`src/rtl/acc_pkg.sv`:
```
package acc_pkg;

  // bus geometry
  localparam int unsigned ADDR_W     = 8;
  localparam int unsigned DATA_W     = 32;
  localparam int unsigned REG_W      = 8;

  // printed register indices; byte address is four times the index
  localparam logic [ADDR_W-1:0] IDX_CONTROL_A    = 8'h00;
  localparam logic [ADDR_W-1:0] IDX_INPUT_SELECT = 8'h02;
  localparam logic [ADDR_W-1:0] IDX_IRQ_ENABLE   = 8'h06;
  localparam logic [ADDR_W-1:0] IDX_STATUS       = 8'h07;
  localparam logic [ADDR_W-1:0] ADDR_CONTROL_A    = 8'h00;
  localparam logic [ADDR_W-1:0] ADDR_INPUT_SELECT = 8'h08;
  localparam logic [ADDR_W-1:0] ADDR_IRQ_ENABLE   = 8'h18;
  localparam logic [ADDR_W-1:0] ADDR_STATUS       = 8'h1C;

  // control_a_reg fields
  localparam int unsigned CA_ENABLE_BIT   = 0;
  localparam int unsigned CA_HYST_LSB     = 1;
  localparam int unsigned CA_EDGE_LSB     = 4;
  localparam int unsigned CA_PAD_BIT      = 6;
  localparam int unsigned CA_STBY_BIT     = 7;
  // input_select_reg fields
  localparam int unsigned IS_NEG_LSB      = 0;
  localparam int unsigned IS_POS_BIT      = 3;
  localparam int unsigned IS_INVERT_BIT   = 7;
  // irq_enable_reg and status fields
  localparam int unsigned IE_CMP_BIT      = 0;
  localparam int unsigned ST_FLAG_BIT     = 0;
  localparam int unsigned ST_STATE_BIT    = 4;

  localparam logic [REG_W-1:0] CONTROL_A_RST    = 8'h00;
  localparam logic [REG_W-1:0] INPUT_SELECT_RST = 8'h00;
  localparam logic [REG_W-1:0] IRQ_ENABLE_RST   = 8'h00;

  // edge_select encodings
  localparam logic [1:0] EDGE_BOTH = 2'h0;
  localparam logic [1:0] EDGE_RSVD = 2'h1;
  localparam logic [1:0] EDGE_FALL = 2'h2;
  localparam logic [1:0] EDGE_RISE = 2'h3;
  // neg_source_sel encodings
  localparam logic [1:0] NEG_PIN   = 2'h0;
  localparam logic [1:0] NEG_VREF  = 2'h2;

  // sleep state from the power manager
  localparam logic [1:0] SLP_ACTIVE  = 2'h0;
  localparam logic [1:0] SLP_IDLE    = 2'h1;
  localparam logic [1:0] SLP_STANDBY = 2'h2;
  localparam logic [1:0] SLP_PDOWN   = 2'h3;

  // start-up times and derived cycle counts (round up)
  localparam int unsigned CLK_MHZ          = 250;
  localparam int unsigned AC_STARTUP_NS    = 2500;
  localparam int unsigned VREF_STARTUP_NS  = 60000;
  localparam int unsigned AC_STARTUP_CYC   = (AC_STARTUP_NS * CLK_MHZ + 999) / 1000;
  localparam int unsigned VREF_STARTUP_CYC = (VREF_STARTUP_NS * CLK_MHZ + 999) / 1000;
  localparam int unsigned STARTUP_CNT_W    = 16;

  typedef enum logic [2:0] {
    ACC_ST_OFF   = 3'b001,
    ACC_ST_WARM  = 3'b010,
    ACC_ST_READY = 3'b100
  } acc_state_t;

endpackage

```
`src/rtl/acc_ctrl.sv`:
```
// Local design decisions: the AHB-Lite slave port and the register addresses.
`timescale 1ns/1ps
module acc_ctrl
  import acc_pkg::*;
#(
  parameter int unsigned VREF_CYC = acc_pkg::VREF_STARTUP_CYC,  // reference start-up cycles
  parameter int unsigned AC_CYC   = acc_pkg::AC_STARTUP_CYC     // comparator start-up cycles
) (
  input  wire logic                      clock_i,          // peripheral clock, 250 MHz
  input  wire logic                      rstn_i,           // synchronous reset, active low
  // AHB-Lite slave
  input  wire logic                      hsel_i,           // slave select
  input  wire logic [acc_pkg::ADDR_W-1:0] haddr_i,         // byte address
  input  wire logic [1:0]                htrans_i,         // transfer type
  input  wire logic                      hwrite_i,         // write when high
  input  wire logic [2:0]                hsize_i,          // word transfers only
  input  wire logic                      hready_i,         // bus ready
  input  wire logic [acc_pkg::DATA_W-1:0] hwdata_i,        // write data
  output logic      [acc_pkg::DATA_W-1:0] hrdata_o,        // read data
  output logic                           hreadyout_o,      // slave ready
  output logic                           hresp_o,          // always OKAY
  // analog front end and system
  input  wire logic                      cmp_raw_i,        // analog comparator decision
  input  wire logic [1:0]                sleep_mode_i,     // sleep state
  input  wire logic                      clk_req_other_i,  // clock kept by another module
  output logic                           comp_on_o,        // power to comparator
  output logic                           pos_source_sel_o, // positive mux select
  output logic      [1:0]                neg_source_sel_o, // negative mux select
  output logic      [1:0]                hyst_level_o,     // hysteresis level
  output logic                           vref_req_o,       // request internal reference
  output logic                           result_valid_o,   // start-up time elapsed
  output logic                           event_o,          // asynchronous event source
  output logic                           pad_o,            // comparator pad output
  output logic                           pad_oe_n_o,       // pad output enable, low drives
  output logic                           irq_o             // interrupt request
);
  import acc_pkg::*;

  localparam logic [STARTUP_CNT_W-1:0] AC_LOAD   = STARTUP_CNT_W'(AC_CYC - 1);
  localparam logic [STARTUP_CNT_W-1:0] VREF_LOAD = STARTUP_CNT_W'(VREF_CYC - 1);

  logic [REG_W-1:0]         ctrl_r;
  logic [REG_W-1:0]         insel_r;
  logic                     irq_en_r;
  logic                     flag_r;
  logic                     flag_nxt;
  logic                     irq_r;
  logic                     run_r;
  logic                     upd_r;
  logic                     run_nxt;
  logic                     upd_nxt;
  logic [DATA_W-1:0]        hrdata_r;
  logic                     wr_pend_r;
  logic [ADDR_W-1:0]        wr_addr_r;
  logic [STARTUP_CNT_W-1:0] cnt_r;
  acc_state_t               st_r;
  logic                     pad_oe_n_r;
  logic                     vref_req_r;

  logic       enable;
  logic       standby_run;
  logic       pad_drive_en;
  logic [1:0] edge_select;
  logic       invert;
  logic       result;
  logic       state_bit;
  logic       rise;
  logic       fall;
  logic       edge_hit;
  logic       flag_set;
  logic       flag_clr;
  logic       addr_ok;
  logic       wr_ctrl;
  logic       wr_insel;
  logic       wr_ie;
  logic       wr_stat;
  logic [REG_W-1:0] rd_val;

  assign enable       = ctrl_r[CA_ENABLE_BIT];
  assign standby_run  = ctrl_r[CA_STBY_BIT];
  assign pad_drive_en = ctrl_r[CA_PAD_BIT];
  assign edge_select  = ctrl_r[CA_EDGE_LSB +: 2];
  assign invert       = insel_r[IS_INVERT_BIT];

  // bus: zero wait states, address phase captured, write applied in data phase
  assign addr_ok = hsel_i & htrans_i[1] & hready_i;

  always_ff @(posedge clock_i)
  begin
    if (!rstn_i)
    begin
      wr_pend_r <= 1'b0;
      wr_addr_r <= '0;
    end
    else
    begin
      wr_pend_r <= addr_ok & hwrite_i;
      wr_addr_r <= haddr_i;
    end
  end

  assign wr_ctrl  = wr_pend_r & (wr_addr_r == ADDR_CONTROL_A);
  assign wr_insel = wr_pend_r & (wr_addr_r == ADDR_INPUT_SELECT);
  assign wr_ie    = wr_pend_r & (wr_addr_r == ADDR_IRQ_ENABLE);
  assign wr_stat  = wr_pend_r & (wr_addr_r == ADDR_STATUS);

  always_ff @(posedge clock_i)
  begin
    if (!rstn_i)
    begin
      ctrl_r  <= CONTROL_A_RST;
      insel_r <= INPUT_SELECT_RST;
    end
    else
    begin
      if (wr_ctrl)
        ctrl_r <= {hwdata_i[7:4], 1'b0, hwdata_i[2:0]};
      if (wr_insel)
        insel_r <= {hwdata_i[7], 3'b000, hwdata_i[3], 1'b0, hwdata_i[1:0]};
    end
  end

  always_ff @(posedge clock_i)
  begin
    if (!rstn_i)
      irq_en_r <= IRQ_ENABLE_RST[IE_CMP_BIT];
    else if (wr_ie)
      irq_en_r <= hwdata_i[IE_CMP_BIT];
  end

  // read data is fetched at the address phase edge and held for the data phase
  always_comb
  begin
    rd_val = '0;
    case (haddr_i)
      ADDR_CONTROL_A:    rd_val = ctrl_r;
      ADDR_INPUT_SELECT: rd_val = insel_r;
      ADDR_IRQ_ENABLE:   rd_val = {7'h00, irq_en_r};
      ADDR_STATUS:       rd_val = {3'h0, state_bit, 3'h0, flag_r};
      default:           rd_val = '0;
    endcase
  end

  always_ff @(posedge clock_i)
  begin
    if (!rstn_i)
      hrdata_r <= '0;
    else if (addr_ok & ~hwrite_i)
      hrdata_r <= {24'h000000, rd_val};
  end

  assign hrdata_o    = hrdata_r;
  assign hreadyout_o = 1'b1;
  assign hresp_o     = 1'b0;

  // sleep gating: idle changes nothing; standby needs standby_run
  always_comb
  begin
    run_nxt = enable;
    upd_nxt = enable;
    case (sleep_mode_i)
      SLP_STANDBY:
      begin
        run_nxt = enable & standby_run;
        upd_nxt = enable & standby_run & clk_req_other_i;
      end
      SLP_PDOWN:
      begin
        run_nxt = 1'b0;
        upd_nxt = 1'b0;
      end
      default:
      begin
        run_nxt = enable;
        upd_nxt = enable;
      end
    endcase
  end

  always_ff @(posedge clock_i)
  begin
    if (!rstn_i)
    begin
      run_r <= 1'b0;
      upd_r <= 1'b0;
    end
    else
    begin
      run_r <= run_nxt;
      upd_r <= upd_nxt;
    end
  end

  // pad enable and reference request leave from flops, in step with run_r
  always_ff @(posedge clock_i)
  begin
    if (!rstn_i)
    begin
      pad_oe_n_r <= 1'b1;
      vref_req_r <= 1'b0;
    end
    else
    begin
      pad_oe_n_r <= ~(run_nxt & pad_drive_en);
      vref_req_r <= run_nxt & (insel_r[IS_NEG_LSB +: 2] == NEG_VREF);
    end
  end

  // start-up wait; with the reference selected the longer reference time rules
  always_ff @(posedge clock_i)
  begin
    if (!rstn_i)
    begin
      st_r  <= ACC_ST_OFF;
      cnt_r <= '0;
    end
    else
    begin
      case (st_r)
        ACC_ST_OFF:
          if (run_r)
          begin
            st_r  <= ACC_ST_WARM;
            cnt_r <= (insel_r[IS_NEG_LSB +: 2] == NEG_VREF) ? VREF_LOAD : AC_LOAD;
          end
        ACC_ST_WARM:
          if (!run_r)
            st_r <= ACC_ST_OFF;
          else if (cnt_r == '0)
            st_r <= ACC_ST_READY;
          else
            cnt_r <= cnt_r - 1'b1;
        ACC_ST_READY:
          if (!run_r)
            st_r <= ACC_ST_OFF;
        default:
          st_r <= ACC_ST_OFF;
      endcase
    end
  end

  // result is inverted before every consumer
  assign result = cmp_raw_i ^ invert;

  // gated like the event: state reads zero while off and no stale edge follows enable
  acc_sync_edge u_sync (
    .clock_i (clock_i),
    .rstn_i  (rstn_i),
    .async_i (result & run_r),
    .state_o (state_bit),
    .rise_o  (rise),
    .fall_o  (fall)
  );

  always_comb
  begin
    case (edge_select)
      EDGE_BOTH: edge_hit = rise | fall;
      EDGE_FALL: edge_hit = fall;
      EDGE_RISE: edge_hit = rise;
      default:   edge_hit = 1'b0;
    endcase
  end

  // a set arriving with a clear wins, so no edge is lost
  assign flag_set = upd_r & (st_r == ACC_ST_READY) & edge_hit;
  assign flag_clr = wr_stat & hwdata_i[ST_FLAG_BIT];
  assign flag_nxt = flag_set | (flag_r & ~flag_clr);

  always_ff @(posedge clock_i)
  begin
    if (!rstn_i)
    begin
      flag_r <= 1'b0;
      irq_r  <= 1'b0;
    end
    else
    begin
      flag_r <= flag_nxt;
      irq_r  <= flag_nxt & (wr_ie ? hwdata_i[IE_CMP_BIT] : irq_en_r);
    end
  end

  assign irq_o = irq_r;

  // event and pad are not synchronised: only the gate comes from a flop
  assign event_o    = result & run_r;
  assign pad_o      = result & ~pad_oe_n_r;
  assign pad_oe_n_o = pad_oe_n_r;

  assign comp_on_o        = run_r;
  assign pos_source_sel_o = insel_r[IS_POS_BIT];
  assign neg_source_sel_o = insel_r[IS_NEG_LSB +: 2];
  assign hyst_level_o     = ctrl_r[CA_HYST_LSB +: 2];
  assign vref_req_o       = vref_req_r;
  assign result_valid_o   = (st_r == ACC_ST_READY);
endmodule

```
`src/rtl/acc_sync_edge.sv`:
```
`timescale 1ns/1ps
module acc_sync_edge (
  input  wire logic clock_i,   // peripheral clock
  input  wire logic rstn_i,    // synchronous reset, active low
  input  wire logic async_i,   // comparator result, asynchronous
  output logic      state_o,   // result, three cycles late
  output logic      rise_o,    // one-cycle pulse on rising edge
  output logic      fall_o     // one-cycle pulse on falling edge
);
  logic meta_r;
  logic sync_r;
  logic state_r;

  // two-flop synchroniser plus a held sample: three cycles of lag
  always_ff @(posedge clock_i)
  begin
    if (!rstn_i)
    begin
      meta_r  <= 1'b0;
      sync_r  <= 1'b0;
      state_r <= 1'b0;
    end
    else
    begin
      meta_r  <= async_i;
      sync_r  <= meta_r;
      state_r <= sync_r;
    end
  end

  // edge is the synchronised value against its previous sample
  assign rise_o  = sync_r & ~state_r;
  assign fall_o  = ~sync_r & state_r;
  assign state_o = state_r;
endmodule

```
`config.mk`:
```
export PLATFORM = sky130hd
export DESIGN_NAME = acc_ctrl
export DESIGN_NICKNAME = d
export VERILOG_FILES = /design/src/rtl/acc_pkg.sv /design/src/rtl/acc_ctrl.sv /design/src/rtl/acc_sync_edge.sv
export SDC_FILE = /design/constraint.sdc
export NUM_CORES = 1
export LEC_CHECK = 0
export BUFFER_PORTS_ARGS = -buffer_cell sky130_fd_sc_hd__buf_2
export CORE_MARGIN = 10
export CORE_UTILIZATION = 37
export CTS_CLUSTER_DIAMETER = 120
export DETAILED_ROUTE_END_ITERATION = 6
export PLACE_DENSITY_LB_ADDON = 0.12
export SYNTH_ARGS = -nofsm -noshare
export SYNTH_HDL_FRONTEND = slang
export SYNTH_SLANG_ARGS = --single-unit
```
`constraint.sdc`:
```
create_clock -name clock_i -period 3.3 [get_ports clock_i]
set_input_delay 0.33 -clock clock_i [delete_from_list [all_inputs] [get_ports clock_i]]
set_output_delay 0.33 -clock clock_i [all_outputs]
set_load 0.005 [all_outputs]
```
==> flow_results.xml, run 1 <==
<?xml version="1.0" encoding="UTF-8"?>
<metrics>
  <group name="route">
    <metric name="drt_first_iter_violations" unit="">115</metric>
    <metric name="avgViaCountPerCell" unit="">4.88</metric>
    <metric name="drt-wirelength-per-cell" unit="um">14.7</metric>
    <metric name="dr_total_vias" unit="">2212</metric>
    <metric name="antenna_violating_nets_post_route" unit="">0</metric>
    <metric name="drc_violations" unit="">0</metric>
    <metric name="drt-total-wl" unit="um">6680</metric>
    <metric name="drt_pre_antenna_iters" unit="">4</metric>
  </group>
  <group name="logic_synthesis">
    <metric name="cell_area_synth" unit="sq um">2710</metric>
    <metric name="yosys_warnings" unit="">0</metric>
    <metric name="synth_seq_cells" unit="">57</metric>
    <metric name="yosys_most_used_dff" unit="">dfxtp_1</metric>
    <metric name="postSynth.asyncResetShare" unit="%">0</metric>
    <metric name="synth-seq-area-share" unit="%">42.1</metric>
    <metric name="synth.avg_cell_area" unit="sq um">8.83</metric>
    <metric name="synth_enable_flop_cells" unit="">0</metric>
    <metric name="synthCells" unit="">307</metric>
    <metric name="yosysUniqueCellTypes" unit="">50</metric>
  </group>
  <group name="global_routing">
    <metric name="grt_start_max_net_pins" unit="">32</metric>
    <metric name="first_global_vias" unit="">2156</metric>
    <metric name="grt.total_usage" unit="%">12.1</metric>
    <metric name="global_route_wire_length_before_repair" unit="um">11000</metric>
    <metric name="overflow" unit="">0</metric>
    <metric name="antenna_found_initial" unit="">0</metric>
  </group>
  <group name="power_and_ir_drop">
    <metric name="power.static_leakage" unit="nW">1.30</metric>
    <metric name="worst_vdd_rail_ir_drop" unit="mV">0.202</metric>
    <metric name="power.total" unit="mW">1.53</metric>
    <metric name="pwrdens" unit="nW/um^2">487</metric>
  </group>
  <group name="final_layout">
    <metric name="final_cell_count_no_fill" unit="">453</metric>
    <metric name="seqCellArea" unit="sq um">1140</metric>
    <metric name="post-route-util" unit="%">43.7</metric>
    <metric name="layout.filler_cells" unit="">715</metric>
    <metric name="area_growth" unit="%">15.7</metric>
    <metric name="final_layout_size_suffix_gt1_share" unit="%">21.8</metric>
    <metric name="multiInputGateArea" unit="sq um">1360</metric>
    <metric name="num-nets-final" unit="">406</metric>
    <metric name="count_of_antenna_diodes_in_the_layout" unit="">0</metric>
  </group>
  <group name="placement">
    <metric name="rd_place_congestion" unit="">0.771</metric>
    <metric name="hpwlAfterDp" unit="um">4870</metric>
    <metric name="placement.io_buffers" unit="">45</metric>
    <metric name="placement.setup.worst_slack" unit="ns">0.914</metric>
    <metric name="place_inst" unit="">437</metric>
  </group>
  <group name="worst_setup_path">
    <metric name="worst_setup_path_start_kind" unit="">flop</metric>
    <metric name="worstPathRequired" unit="ns">3.46</metric>
    <metric name="setup.worst_path.end_class" unit="">flop</metric>
    <metric name="cp_max_fo" unit="">9</metric>
    <metric name="critPathKind" unit="">reg2reg</metric>
    <metric name="data_arrival_time_of_the_critical_path" unit="ns">2.57</metric>
  </group>
  <group name="clock_tree">
    <metric name="cts-hold-fix-buffers" unit="">0</metric>
    <metric name="tritoncts" unit="">done</metric>
    <metric name="cts.htree.levels" unit="">3</metric>
    <metric name="cts_made_buffers" unit="">9</metric>
    <metric name="insertion_delay" unit="ns">0.33</metric>
    <metric name="clk_pin_slew_worst_paths" unit="ns">0.07</metric>
    <metric name="cts_root_buf" unit="">clkbuf_8</metric>
    <metric name="clk_path_buf_depth" unit="">2</metric>
    <metric name="numClockSinks" unit="">57</metric>
    <metric name="cts.repair.resized" unit="">0</metric>
    <metric name="cts_post_setup_buffers_inserted" unit="">0</metric>
  </group>
  <group name="sta">
    <metric name="rsz0062_at_grt" unit="">false</metric>
    <metric name="final_min_period_over_clock_period" unit="%">73.0</metric>
    <metric name="clock_skew" unit="ns">0.00600</metric>
    <metric name="max_freq" unit="MHz">415</metric>
    <metric name="layout_setup_ws" unit="ns">0.893</metric>
    <metric name="final_setup_violation_count" unit="">0</metric>
    <metric name="setup-tns-final" unit="ns">0</metric>
    <metric name="period_minus_slack" unit="ns">2.41</metric>
    <metric name="hold_viol" unit="">0</metric>
    <metric name="finalMaxSlewViolations" unit="">0</metric>
    <metric name="worstMarginPinSlew" unit="ns">1.03</metric>
    <metric name="worst_slew_margin_rel" unit="%">31.6</metric>
  </group>
  <group name="floorplan">
    <metric name="dieHeight" unit="um">106</metric>
    <metric name="die-width" unit="um">106</metric>
    <metric name="floorplan.io_pins" unit="">100</metric>
    <metric name="floorplan.rows" unit="">31</metric>
    <metric name="initial_core_util" unit="%">37.8</metric>
    <metric name="fp.dieArea" unit="sq um">11200</metric>
    <metric name="core_area" unit="sq um">7180</metric>
  </group>
  <group name="hold_path">
    <metric name="worst_hold_check_path_type" unit="">in2reg</metric>
  </group>
  <group name="job">
    <metric name="max-cap-violations" unit="">0</metric>
  </group>
  <group name="run_status">
    <metric name="result_of_the_run" unit="">finished clean</metric>
  </group>
</metrics>
area by class of cell:
cell class / count / share of cell area (%)
timing repair buffer: 47 / 7.66
sequential: 57 / 36.4
multi-input combinational: 225 / 43.4
clock inverter: 5 / 3.31
clock buffer: 11 / 4.19
inverter: 9 / 1.08
tap: 99 / 3.95
placed cells by master, fill, tap and decap left out, types with 4 or more instances in the layout:
master,netlist,layout
inv_1,9,9
or3_1,4,4
and2_1,10,10
mux2i_1,15,15
or4_1,5,5
conb_1,2,26
nand3_1,4,4
clkbuf_8,0,9
dfxtp_1,57,57
a22oi_1,4,4
o21ai_0,14,14
buf_2,1,45
a211oi_1,5,5
nor2_1,33,33
nor3_1,8,8
a21oi_1,21,21
nand2_1,20,20
metal layers:
metal  GRT usage, %  wire (um)  vias to the layer above
met1           15.7       3270                     1039
met3           4.08        396                        8
li1               -          -                     1115
met4           5.32         87                        0
met5              0          0                        -
met2           17.8       2920                       50
worst max-delay path: stages (launching register included):
cell and delay [ns]:
dfxtp_1 0.37, inv_1 0.08, ha_1 0.20, or3b_1 0.45, nor4_4 0.42, a21oi_1 0.28, buf_4 0.25, a21oi_1 0.13
a311oi_1 0.06
Yosys cell counts (all sizes together) (3+ instances only):
cell     count  area, sq um
o31ai        3         22.5
nor2        33          124
nand2b       3         18.8
ha           3         37.5
buf         31          230
nor2b        3         18.8
inv          9         33.8
clkbuf       9         33.8
nand2       20         75.1
nor3         8         40.0
a31o         3         26.3
nor3b        3         27.5
nand3        4         20.0
a211oi       5         37.5
dfxtp       57         1140
and2        10         62.6
or3          4         25.0
nor4         6         65.1
mux2i       15          150
a21oi       21          105
or4          8         68.8
a22oi        4         30.0
o21ai       14         70.1
nand3b       3         22.5
a2bb2oi      3         26.3
where the power goes:
part	leakage (nW)	internal [mW]	switching (mW)
clock network	0.118	0.502	0.276
registers	0.461	0.694	0.00308
logic	0.722	0.0178	0.0342
registers in the layout, indices dropped and copies added (netlist names), 3 cells and up:
signal     count
cnt_r         16
ctrl_r         7
hrdata_o       8
insel_r        4
st_r           3
wr_addr_r      8
worst paths after layout:
kind	depth (start not counted)	start	slack (ns)	to
setup reg to reg	8	cnt_r[0]	0.89	cnt_r[0]
hold / removal	2	haddr_i[1]	0.21	wr_addr_r[1]
setup / recovery	8	cnt_r[0]	0.89	cnt_r[0]
hold reg to reg	1	ctrl_r[6]	0.41	pad_oe_n_o
kinds of logic (layout without fill, tap and decap cells):
group,count (synthesis),after routing,synth area share (%)
and+or+nand+nor,115,115,23.9
xor gates and xnor gates,3,3,0.969
other,2,26,0.277
AOI/OAI and AO/OA,63,63,14.9
buffers and inverters,49,72,11.0
adders and majority gates,3,3,1.38
muxes,15,15,5.54
DFF,57,57,42.1
metrics by stage:
step	area, sq um	hold WS, ns
after detailed placement	2900	0.414
after global routing	3140	0.201
final	3140	0.214
after floorplan	2800	0.370
after CTS	3140	0.197
after global placement	2900	0.395
No activity file was read; power rests on OpenSTA's default activity.
==> run 2: changes to the inputs <==
==> constraint.sdc (replaced) <==
create_clock -name clock_i -period 2.36 [get_ports clock_i]
set_input_delay 0.236 -clock clock_i [delete_from_list [all_inputs] [get_ports clock_i]]
set_output_delay 0.236 -clock clock_i [all_outputs]
set_load 0.005 [all_outputs]
==> run 2 against run 1 <==
Net effect: critical path depth is 1 higher; sequential power up 40%; combinational power up 44%; critical path type unchanged; largest power group is now sequential cells; highest routed layer unchanged.
==> flow_results.xml, run 2 (same netlist as run 1, synthesis figures left out) <==
<?xml version="1.0" encoding="UTF-8"?>
<metrics>
  <group name="run_status">
    <metric name="result_of_the_run" unit="">finished clean</metric>
  </group>
  <group name="sta">
    <metric name="max_freq" unit="MHz">455</metric>
    <metric name="finalMaxSlewViolations" unit="">0</metric>
    <metric name="final_setup_violation_count" unit="">0</metric>
    <metric name="period_minus_slack" unit="ns">2.20</metric>
    <metric name="worst_slew_margin_rel" unit="%">59.9</metric>
    <metric name="final_min_period_over_clock_period" unit="%">93.1</metric>
    <metric name="hold_ws" unit="ns">0.103</metric>
    <metric name="clock_skew" unit="ns">0.0124</metric>
    <metric name="hold_viol" unit="">0</metric>
    <metric name="rsz0062_at_grt" unit="">false</metric>
    <metric name="setup-tns-final" unit="ns">0</metric>
    <metric name="worstMarginPinSlew" unit="ns">0.600</metric>
  </group>
  <group name="worst_setup_path">
    <metric name="max_stage_delay" unit="ns">0.53</metric>
    <metric name="cp_max_fo" unit="">9</metric>
    <metric name="worst_setup_path_start_kind" unit="">flop</metric>
    <metric name="cell_chain_critical_path" unit="">inv_1, ha_1, or3b_1, nor4_4, buf_4, a21o_1, buf_12, or4_2, a21oi_1</metric>
    <metric name="setup.worst_path.end_class" unit="">flop</metric>
    <metric name="worst_path_max_delay_cell" unit="">or4_2</metric>
    <metric name="data_arrival_time_of_the_critical_path" unit="ns">2.47</metric>
    <metric name="worst_path_dominant_cell_family" unit="">simple AND/OR/NAND/NOR gates</metric>
    <metric name="critPathKind" unit="">reg2reg</metric>
    <metric name="worstPathRequired" unit="ns">2.63</metric>
    <metric name="timing.critical_path.buf_inv" unit="">3</metric>
  </group>
  <group name="route">
    <metric name="drt_pre_antenna_iters" unit="">4</metric>
    <metric name="met3RoutedLength" unit="um">329</metric>
    <metric name="drt-total-wl" unit="um">6570</metric>
    <metric name="dr_total_vias" unit="">2258</metric>
    <metric name="wirelength_met1" unit="um">3170</metric>
    <metric name="antenna_violating_nets_post_route" unit="">0</metric>
    <metric name="top_layer" unit="">met4</metric>
    <metric name="drt-wirelength-per-cell" unit="um">14.1</metric>
    <metric name="drt_first_iter_violations" unit="">86</metric>
    <metric name="met2_length" unit="um">2940</metric>
    <metric name="avgViaCountPerCell" unit="">4.86</metric>
    <metric name="drc_violations" unit="">0</metric>
  </group>
  <group name="clock_tree">
    <metric name="insertion_delay" unit="ns">0.34</metric>
    <metric name="cts.htree.levels" unit="">3</metric>
    <metric name="cts_post_setup_buffers_inserted" unit="">0</metric>
    <metric name="clk_path_buf_depth" unit="">2</metric>
    <metric name="cts_root_buf" unit="">clkbuf_8</metric>
    <metric name="cts_made_buffers" unit="">9</metric>
    <metric name="cts-hold-fix-buffers" unit="">0</metric>
    <metric name="numClockSinks" unit="">57</metric>
    <metric name="tritoncts" unit="">done</metric>
    <metric name="clk_pin_slew_worst_paths" unit="ns">0.08</metric>
  </group>
  <group name="final_layout">
    <metric name="final_layout_size_suffix_gt1_share" unit="%">25.1</metric>
    <metric name="largest_register" unit="">cnt_r</metric>
    <metric name="num-nets-final" unit="">418</metric>
    <metric name="mostFrequentLayoutCells" unit="">dfxtp_1 (57), buf_2 (45), nor2_1 (33)</metric>
    <metric name="count_of_antenna_diodes_in_the_layout" unit="">0</metric>
    <metric name="final_design_area_no_fill" unit="sq um">3210</metric>
    <metric name="area_growth" unit="%">18.5</metric>
    <metric name="largest_reg_flops" unit="">16</metric>
    <metric name="layout.cells.most_common" unit="">dfxtp_1</metric>
    <metric name="layout.filler_cells" unit="">732</metric>
  </group>
  <group name="placement">
    <metric name="placedInstanceArea" unit="sq um">3000</metric>
    <metric name="hpwlAfterDp" unit="um">4960</metric>
    <metric name="placement.io_buffers" unit="">45</metric>
    <metric name="rd_place_congestion" unit="">0.780</metric>
  </group>
  <group name="job">
    <metric name="max-cap-violations" unit="">0</metric>
  </group>
  <group name="floorplan">
    <metric name="core_area" unit="sq um">7180</metric>
    <metric name="fp.dieArea" unit="sq um">11200</metric>
    <metric name="floorplan.io_pins" unit="">100</metric>
    <metric name="floorplan.rows" unit="">31</metric>
    <metric name="initial_core_util" unit="%">37.8</metric>
    <metric name="dieHeight" unit="um">106</metric>
    <metric name="die-width" unit="um">106</metric>
  </group>
  <group name="global_routing">
    <metric name="global_route_wire_length_before_repair" unit="um">11200</metric>
    <metric name="first_global_vias" unit="">2204</metric>
    <metric name="grt.total_usage" unit="%">12.3</metric>
    <metric name="grt_start_max_net_pins" unit="">21</metric>
    <metric name="overflow" unit="">0</metric>
    <metric name="antenna_found_initial" unit="">0</metric>
  </group>
  <group name="hold_path">
    <metric name="worst_hold_check_path_type" unit="">in2reg</metric>
  </group>
  <group name="power_and_ir_drop">
    <metric name="pwrdens" unit="nW/um^2">605</metric>
    <metric name="power.static_leakage" unit="nW">1.35</metric>
    <metric name="worst_vdd_rail_ir_drop" unit="mV">0.347</metric>
  </group>
</metrics>
-- run 2: where the power goes --
group / internal, mW / leakage, nW / switching, mW / total (mW)
Sequential: 0.970 / 0.461 / 0.00439 / 0.974
Combinational: 0.0277 / 0.786 / 0.0474 / 0.0752
Clock: 0.486 / 0.103 / 0.409 / 0.895
Total: 1.48 / 1.35 / 0.461 / 1.94
-- run 2: area by class of cell --
| cell class | count | area, sq um | share of cell area [%] |
|---|---|---|---|
| clock buffers | 9 | 124 | 3.86 |
| multi-input cells | 225 | 1380 | 42.8 |
| repair buffers | 59 | 343 | 10.7 |
| well taps | 99 | 124 | 3.86 |
| inverters | 9 | 33.8 | 1.05 |
| flip-flops and latches | 57 | 1140 | 35.5 |
| clock inverters | 7 | 71.3 | 2.22 |
-- run 2: repair_timing --
| item | CTS | global route |
|---|---|---|
| setup endpoints to repair | 0 | 1 |
| endpoints found under the hold margin | 0 | 0 |
| gates resized for setup | 0 | 2 |
-- run 2: worst paths after layout --
kind                                 start  slack, ns  depth (start not counted)      endpoint
worst max-delay path              cnt_r[0]       0.16                          9      cnt_r[8]
worst min register to register   ctrl_r[6]       0.41                          1    pad_oe_n_o
worst max register to register    cnt_r[0]       0.16                          9      cnt_r[8]
worst min-delay path            haddr_i[5]       0.10                          2  wr_addr_r[5]
-- run 2: layer usage --
metal	global-route usage, %	vias to the layer above
met1	16.0	1056
met4	5.80	0
li1	-	1145
met5	0	-
met2	18.1	44
met3	3.65	13
-- run 2: per-stage QoR --
stage	utilization [%]	power, mW	setup WS, ns	cells
2_1_floorplan	-	1.06	0.240	331
3_3_place_gp	41.9	1.07	0.133	449
3_5_place_dp	41.9	1.07	0.123	449
4_1_cts	44.6	1.97	0.0953	465
5_1_grt	44.8	2.02	0.0105	465
6_report	44.8	1.94	0.162	465
-- run 2: worst reg2reg max path: cells and delay by family, from the launching register on --
kind	cells	cell delay, ns
buffers and inverters	3	0.35
AO/OA/AOI/OAI	2	0.36
flip-flops	1	0.33
AND/OR/NAND/NOR	3	0.90
adder cells (fa/ha/maj)	1	0.20
==> run 3: changes to the inputs <==
--- a/config.mk
+++ b/config.mk
@@ -5,6 +5,7 @@
 export SDC_FILE = /design/constraint.sdc
 export NUM_CORES = 1
 export LEC_CHECK = 0
+export ABC_AREA = 1
 export BUFFER_PORTS_ARGS = -buffer_cell sky130_fd_sc_hd__buf_2
 export CORE_MARGIN = 10
 export CORE_UTILIZATION = 37
==> run 3 against run 2 <==
Net effect: synthesized cell count up 39%; worst setup slack better by 0.27 ns; flip-flop and latch count unchanged; cell area up 4.0%; highest routed layer unchanged.
==> flow_results.xml, run 3 <==
<?xml version="1.0" encoding="UTF-8"?>
<metrics>
  <group name="run_status">
    <metric name="result_of_the_run" unit="">finished clean</metric>
  </group>
  <group name="clock_tree">
    <metric name="numClockSinks" unit="">57</metric>
    <metric name="cts-hold-fix-buffers" unit="">0</metric>
    <metric name="cts_made_buffers" unit="">9</metric>
    <metric name="clk_path_buf_depth" unit="">2</metric>
    <metric name="insertion_delay" unit="ns">0.33</metric>
    <metric name="cts.repair.resized" unit="">0</metric>
    <metric name="cts_root_buf" unit="">clkbuf_8</metric>
    <metric name="cts_post_setup_buffers_inserted" unit="">0</metric>
    <metric name="clk_pin_slew_worst_paths" unit="ns">0.07</metric>
    <metric name="tritoncts" unit="">done</metric>
    <metric name="cts.htree.levels" unit="">3</metric>
  </group>
  <group name="route">
    <metric name="avgViaCountPerCell" unit="">4.44</metric>
    <metric name="drt_pre_antenna_iters" unit="">4</metric>
    <metric name="drt_first_iter_violations" unit="">89</metric>
    <metric name="drt-total-wl" unit="um">7270</metric>
    <metric name="dr_total_vias" unit="">2577</metric>
    <metric name="antenna_violating_nets_post_route" unit="">0</metric>
    <metric name="drc_violations" unit="">0</metric>
    <metric name="drt-wirelength-per-cell" unit="um">12.5</metric>
  </group>
  <group name="job">
    <metric name="max-cap-violations" unit="">0</metric>
  </group>
  <group name="final_layout">
    <metric name="layout.filler_cells" unit="">856</metric>
    <metric name="final_design_area_no_fill" unit="sq um">3340</metric>
    <metric name="final_layout_size_suffix_gt1_share" unit="%">17.6</metric>
    <metric name="num-nets-final" unit="">530</metric>
    <metric name="area_growth" unit="%">14.7</metric>
    <metric name="largest_register" unit="">cnt_r</metric>
    <metric name="count_of_antenna_diodes_in_the_layout" unit="">0</metric>
    <metric name="largest_reg_flops" unit="">16</metric>
    <metric name="post-route-util" unit="%">43.5</metric>
    <metric name="layout.cells.most_common" unit="">nand2_1</metric>
    <metric name="mostFrequentLayoutCells" unit="">nand2_1 (90), nor2_1 (62), inv_1 (59)</metric>
    <metric name="final_cell_count_no_fill" unit="">580</metric>
  </group>
  <group name="placement">
    <metric name="placement.setup.worst_slack" unit="ns">0.454</metric>
    <metric name="place_inst" unit="">564</metric>
    <metric name="rd_place_congestion" unit="">0.811</metric>
    <metric name="placedInstanceArea" unit="sq um">3110</metric>
    <metric name="placement.io_buffers" unit="">45</metric>
    <metric name="hpwlAfterDp" unit="um">5460</metric>
  </group>
  <group name="global_routing">
    <metric name="global_route.peak_usage_layer" unit="">met2</metric>
    <metric name="grt.total_usage" unit="%">12.8</metric>
    <metric name="overflow" unit="">0</metric>
    <metric name="met1_usage" unit="%">15.5</metric>
    <metric name="antenna_found_initial" unit="">0</metric>
    <metric name="grt_start_max_net_pins" unit="">34</metric>
    <metric name="global_route_wire_length_before_repair" unit="um">12100</metric>
    <metric name="groute.layer.met2.usage" unit="%">20.9</metric>
    <metric name="first_global_vias" unit="">2582</metric>
    <metric name="globalRouteMet3Util" unit="%">3.89</metric>
  </group>
  <group name="worst_setup_path">
    <metric name="worst_path_max_delay_cell" unit="">dfxtp_1</metric>
    <metric name="critPathKind" unit="">reg2reg</metric>
    <metric name="timing.critical_path.buf_inv" unit="">2</metric>
    <metric name="data_arrival_time_of_the_critical_path" unit="ns">2.13</metric>
    <metric name="worstPathRequired" unit="ns">2.56</metric>
    <metric name="setup.worst_path.end_class" unit="">flop</metric>
    <metric name="worst_setup_path_start_kind" unit="">flop</metric>
    <metric name="cell_chain_critical_path" unit="">inv_1, ha_1, nand3_2, nor2_4, nand2_1, nand2_2, nand2_4, inv_2, nor2_1, a21oi_1</metric>
    <metric name="regToRegSetupSlack" unit="ns">0.44</metric>
    <metric name="cp_max_fo" unit="">21</metric>
    <metric name="worst_path_dominant_cell_family" unit="">simple AND/OR/NAND/NOR gates</metric>
    <metric name="max_stage_delay" unit="ns">0.33</metric>
  </group>
  <group name="sta">
    <metric name="final_min_period_over_clock_period" unit="%">81.5</metric>
    <metric name="setup-tns-final" unit="ns">0</metric>
    <metric name="clock_skew" unit="ns">0.0195</metric>
    <metric name="layout_setup_ws" unit="ns">0.437</metric>
    <metric name="period_minus_slack" unit="ns">1.92</metric>
    <metric name="hold_viol" unit="">0</metric>
    <metric name="hold_ws" unit="ns">0.0970</metric>
    <metric name="final_setup_violation_count" unit="">0</metric>
    <metric name="rsz0062_at_grt" unit="">false</metric>
    <metric name="max_freq" unit="MHz">520</metric>
    <metric name="finalMaxSlewViolations" unit="">0</metric>
    <metric name="worst_slew_margin_rel" unit="%">48.1</metric>
    <metric name="worstMarginPinSlew" unit="ns">0.776</metric>
  </group>
  <group name="floorplan">
    <metric name="floorplan.io_pins" unit="">100</metric>
    <metric name="fp.dieArea" unit="sq um">11800</metric>
    <metric name="die-width" unit="um">109</metric>
    <metric name="dieHeight" unit="um">109</metric>
    <metric name="core_area" unit="sq um">7690</metric>
    <metric name="initial_core_util" unit="%">37.9</metric>
    <metric name="floorplan.rows" unit="">32</metric>
  </group>
  <group name="logic_synthesis">
    <metric name="synth-seq-area-share" unit="%">39.2</metric>
    <metric name="postSynth.asyncResetShare" unit="%">0</metric>
    <metric name="yosys_warnings" unit="">0</metric>
    <metric name="synth_seq_cells" unit="">57</metric>
    <metric name="cell_area_synth" unit="sq um">2910</metric>
    <metric name="yosys_most_used_dff" unit="">dfxtp_1</metric>
    <metric name="yosys-top-cells-area" unit="">dfxtp_1 (39%), nand2_1 (12%), nor2_1 (8.0%)</metric>
    <metric name="synthTopCellsByCount" unit="">nand2_1 (90), nor2_1 (62), inv_1 (59)</metric>
    <metric name="synth_enable_flop_cells" unit="">0</metric>
    <metric name="synth.avg_cell_area" unit="sq um">6.82</metric>
    <metric name="yosysUniqueCellTypes" unit="">34</metric>
    <metric name="netlist.area_leader.share" unit="%">39.2</metric>
    <metric name="synth.most_common_cell" unit="">nand2_1</metric>
    <metric name="synth_largest_area_cell" unit="">dfxtp_1</metric>
    <metric name="synthCells" unit="">427</metric>
  </group>
  <group name="power_and_ir_drop">
    <metric name="pwrdens" unit="nW/um^2">635</metric>
    <metric name="power.total" unit="mW">2.12</metric>
    <metric name="worst_vdd_rail_ir_drop" unit="mV">0.299</metric>
    <metric name="power.static_leakage" unit="nW">1.66</metric>
  </group>
  <group name="hold_path">
    <metric name="worst_hold_check_path_type" unit="">in2reg</metric>
  </group>
</metrics>
run 3: changes by cell type in the layout (fill, tap and decap cells not counted), moves of 7 or more:
cell     before  now
nor2_2        0    7
inv_1         9   59
nor2_1       33   62
and2_1       10    0
nand3_1       4   27
o21ai_0      14   22
buf_4        13    4
mux2i_1      15    0
nand2_1      20   90
run 3: cell type report:
class	instances	area, sq um	area share, %
multi-input combinational	294	1360	40.6
clock buffer	10	138	4.12
tap	102	128	3.82
sequential	57	1140	34.2
inverter	62	233	6.97
clock inverter	6	88.8	2.66
timing repair buffer	49	255	7.64
run 3: path summary, 6_finish.rpt:
check / from / to / cells after the start
worst max register to register: cnt_r[0] / cnt_r[2] / 10
worst min-delay path: haddr_i[1] / wr_addr_r[1] / 3
worst min register to register: ctrl_r[6] / pad_oe_n_o / 1
worst max-delay path: cnt_r[0] / cnt_r[2] / 10
run 3: worst reg2reg max path, stage by stage, from the launching register on:
cell and delay (ns):
dfxtp_1 0.33, inv_1 0.06, ha_1 0.23, nand3_2 0.15, nor2_4 0.06, nand2_1 0.09, nand2_2 0.07, nand2_4 0.21
inv_2 0.16, nor2_1 0.33, a21oi_1 0.11
run 3: logic make-up after synthesis:
kind of cell | count (synthesis) | synth area share [%]
fa+ha+maj | 3 | 1.29
compound gates | 55 | 10.1
other cells | 2 | 0.258
simple gates | 208 | 31.3
buf+inv | 100 | 17.3
xor+xnor | 2 | 0.602
flops | 57 | 39.2
run 3: metal layers:
metal	vias to the layer above	share of wire, %
met4	0	1.2
met2	63	47
met5	-	0
li1	1363	-
met1	1143	44
met3	8	7.0
run 3: power breakdown:
part / switching (mW) / total, mW / internal [mW]
registers: 0.00510 / 0.977 / 0.972
logic: 0.0640 / 0.0967 / 0.0327
clock network: 0.422 / 1.05 / 0.625
total: 0.491 / 2.12 / 1.63
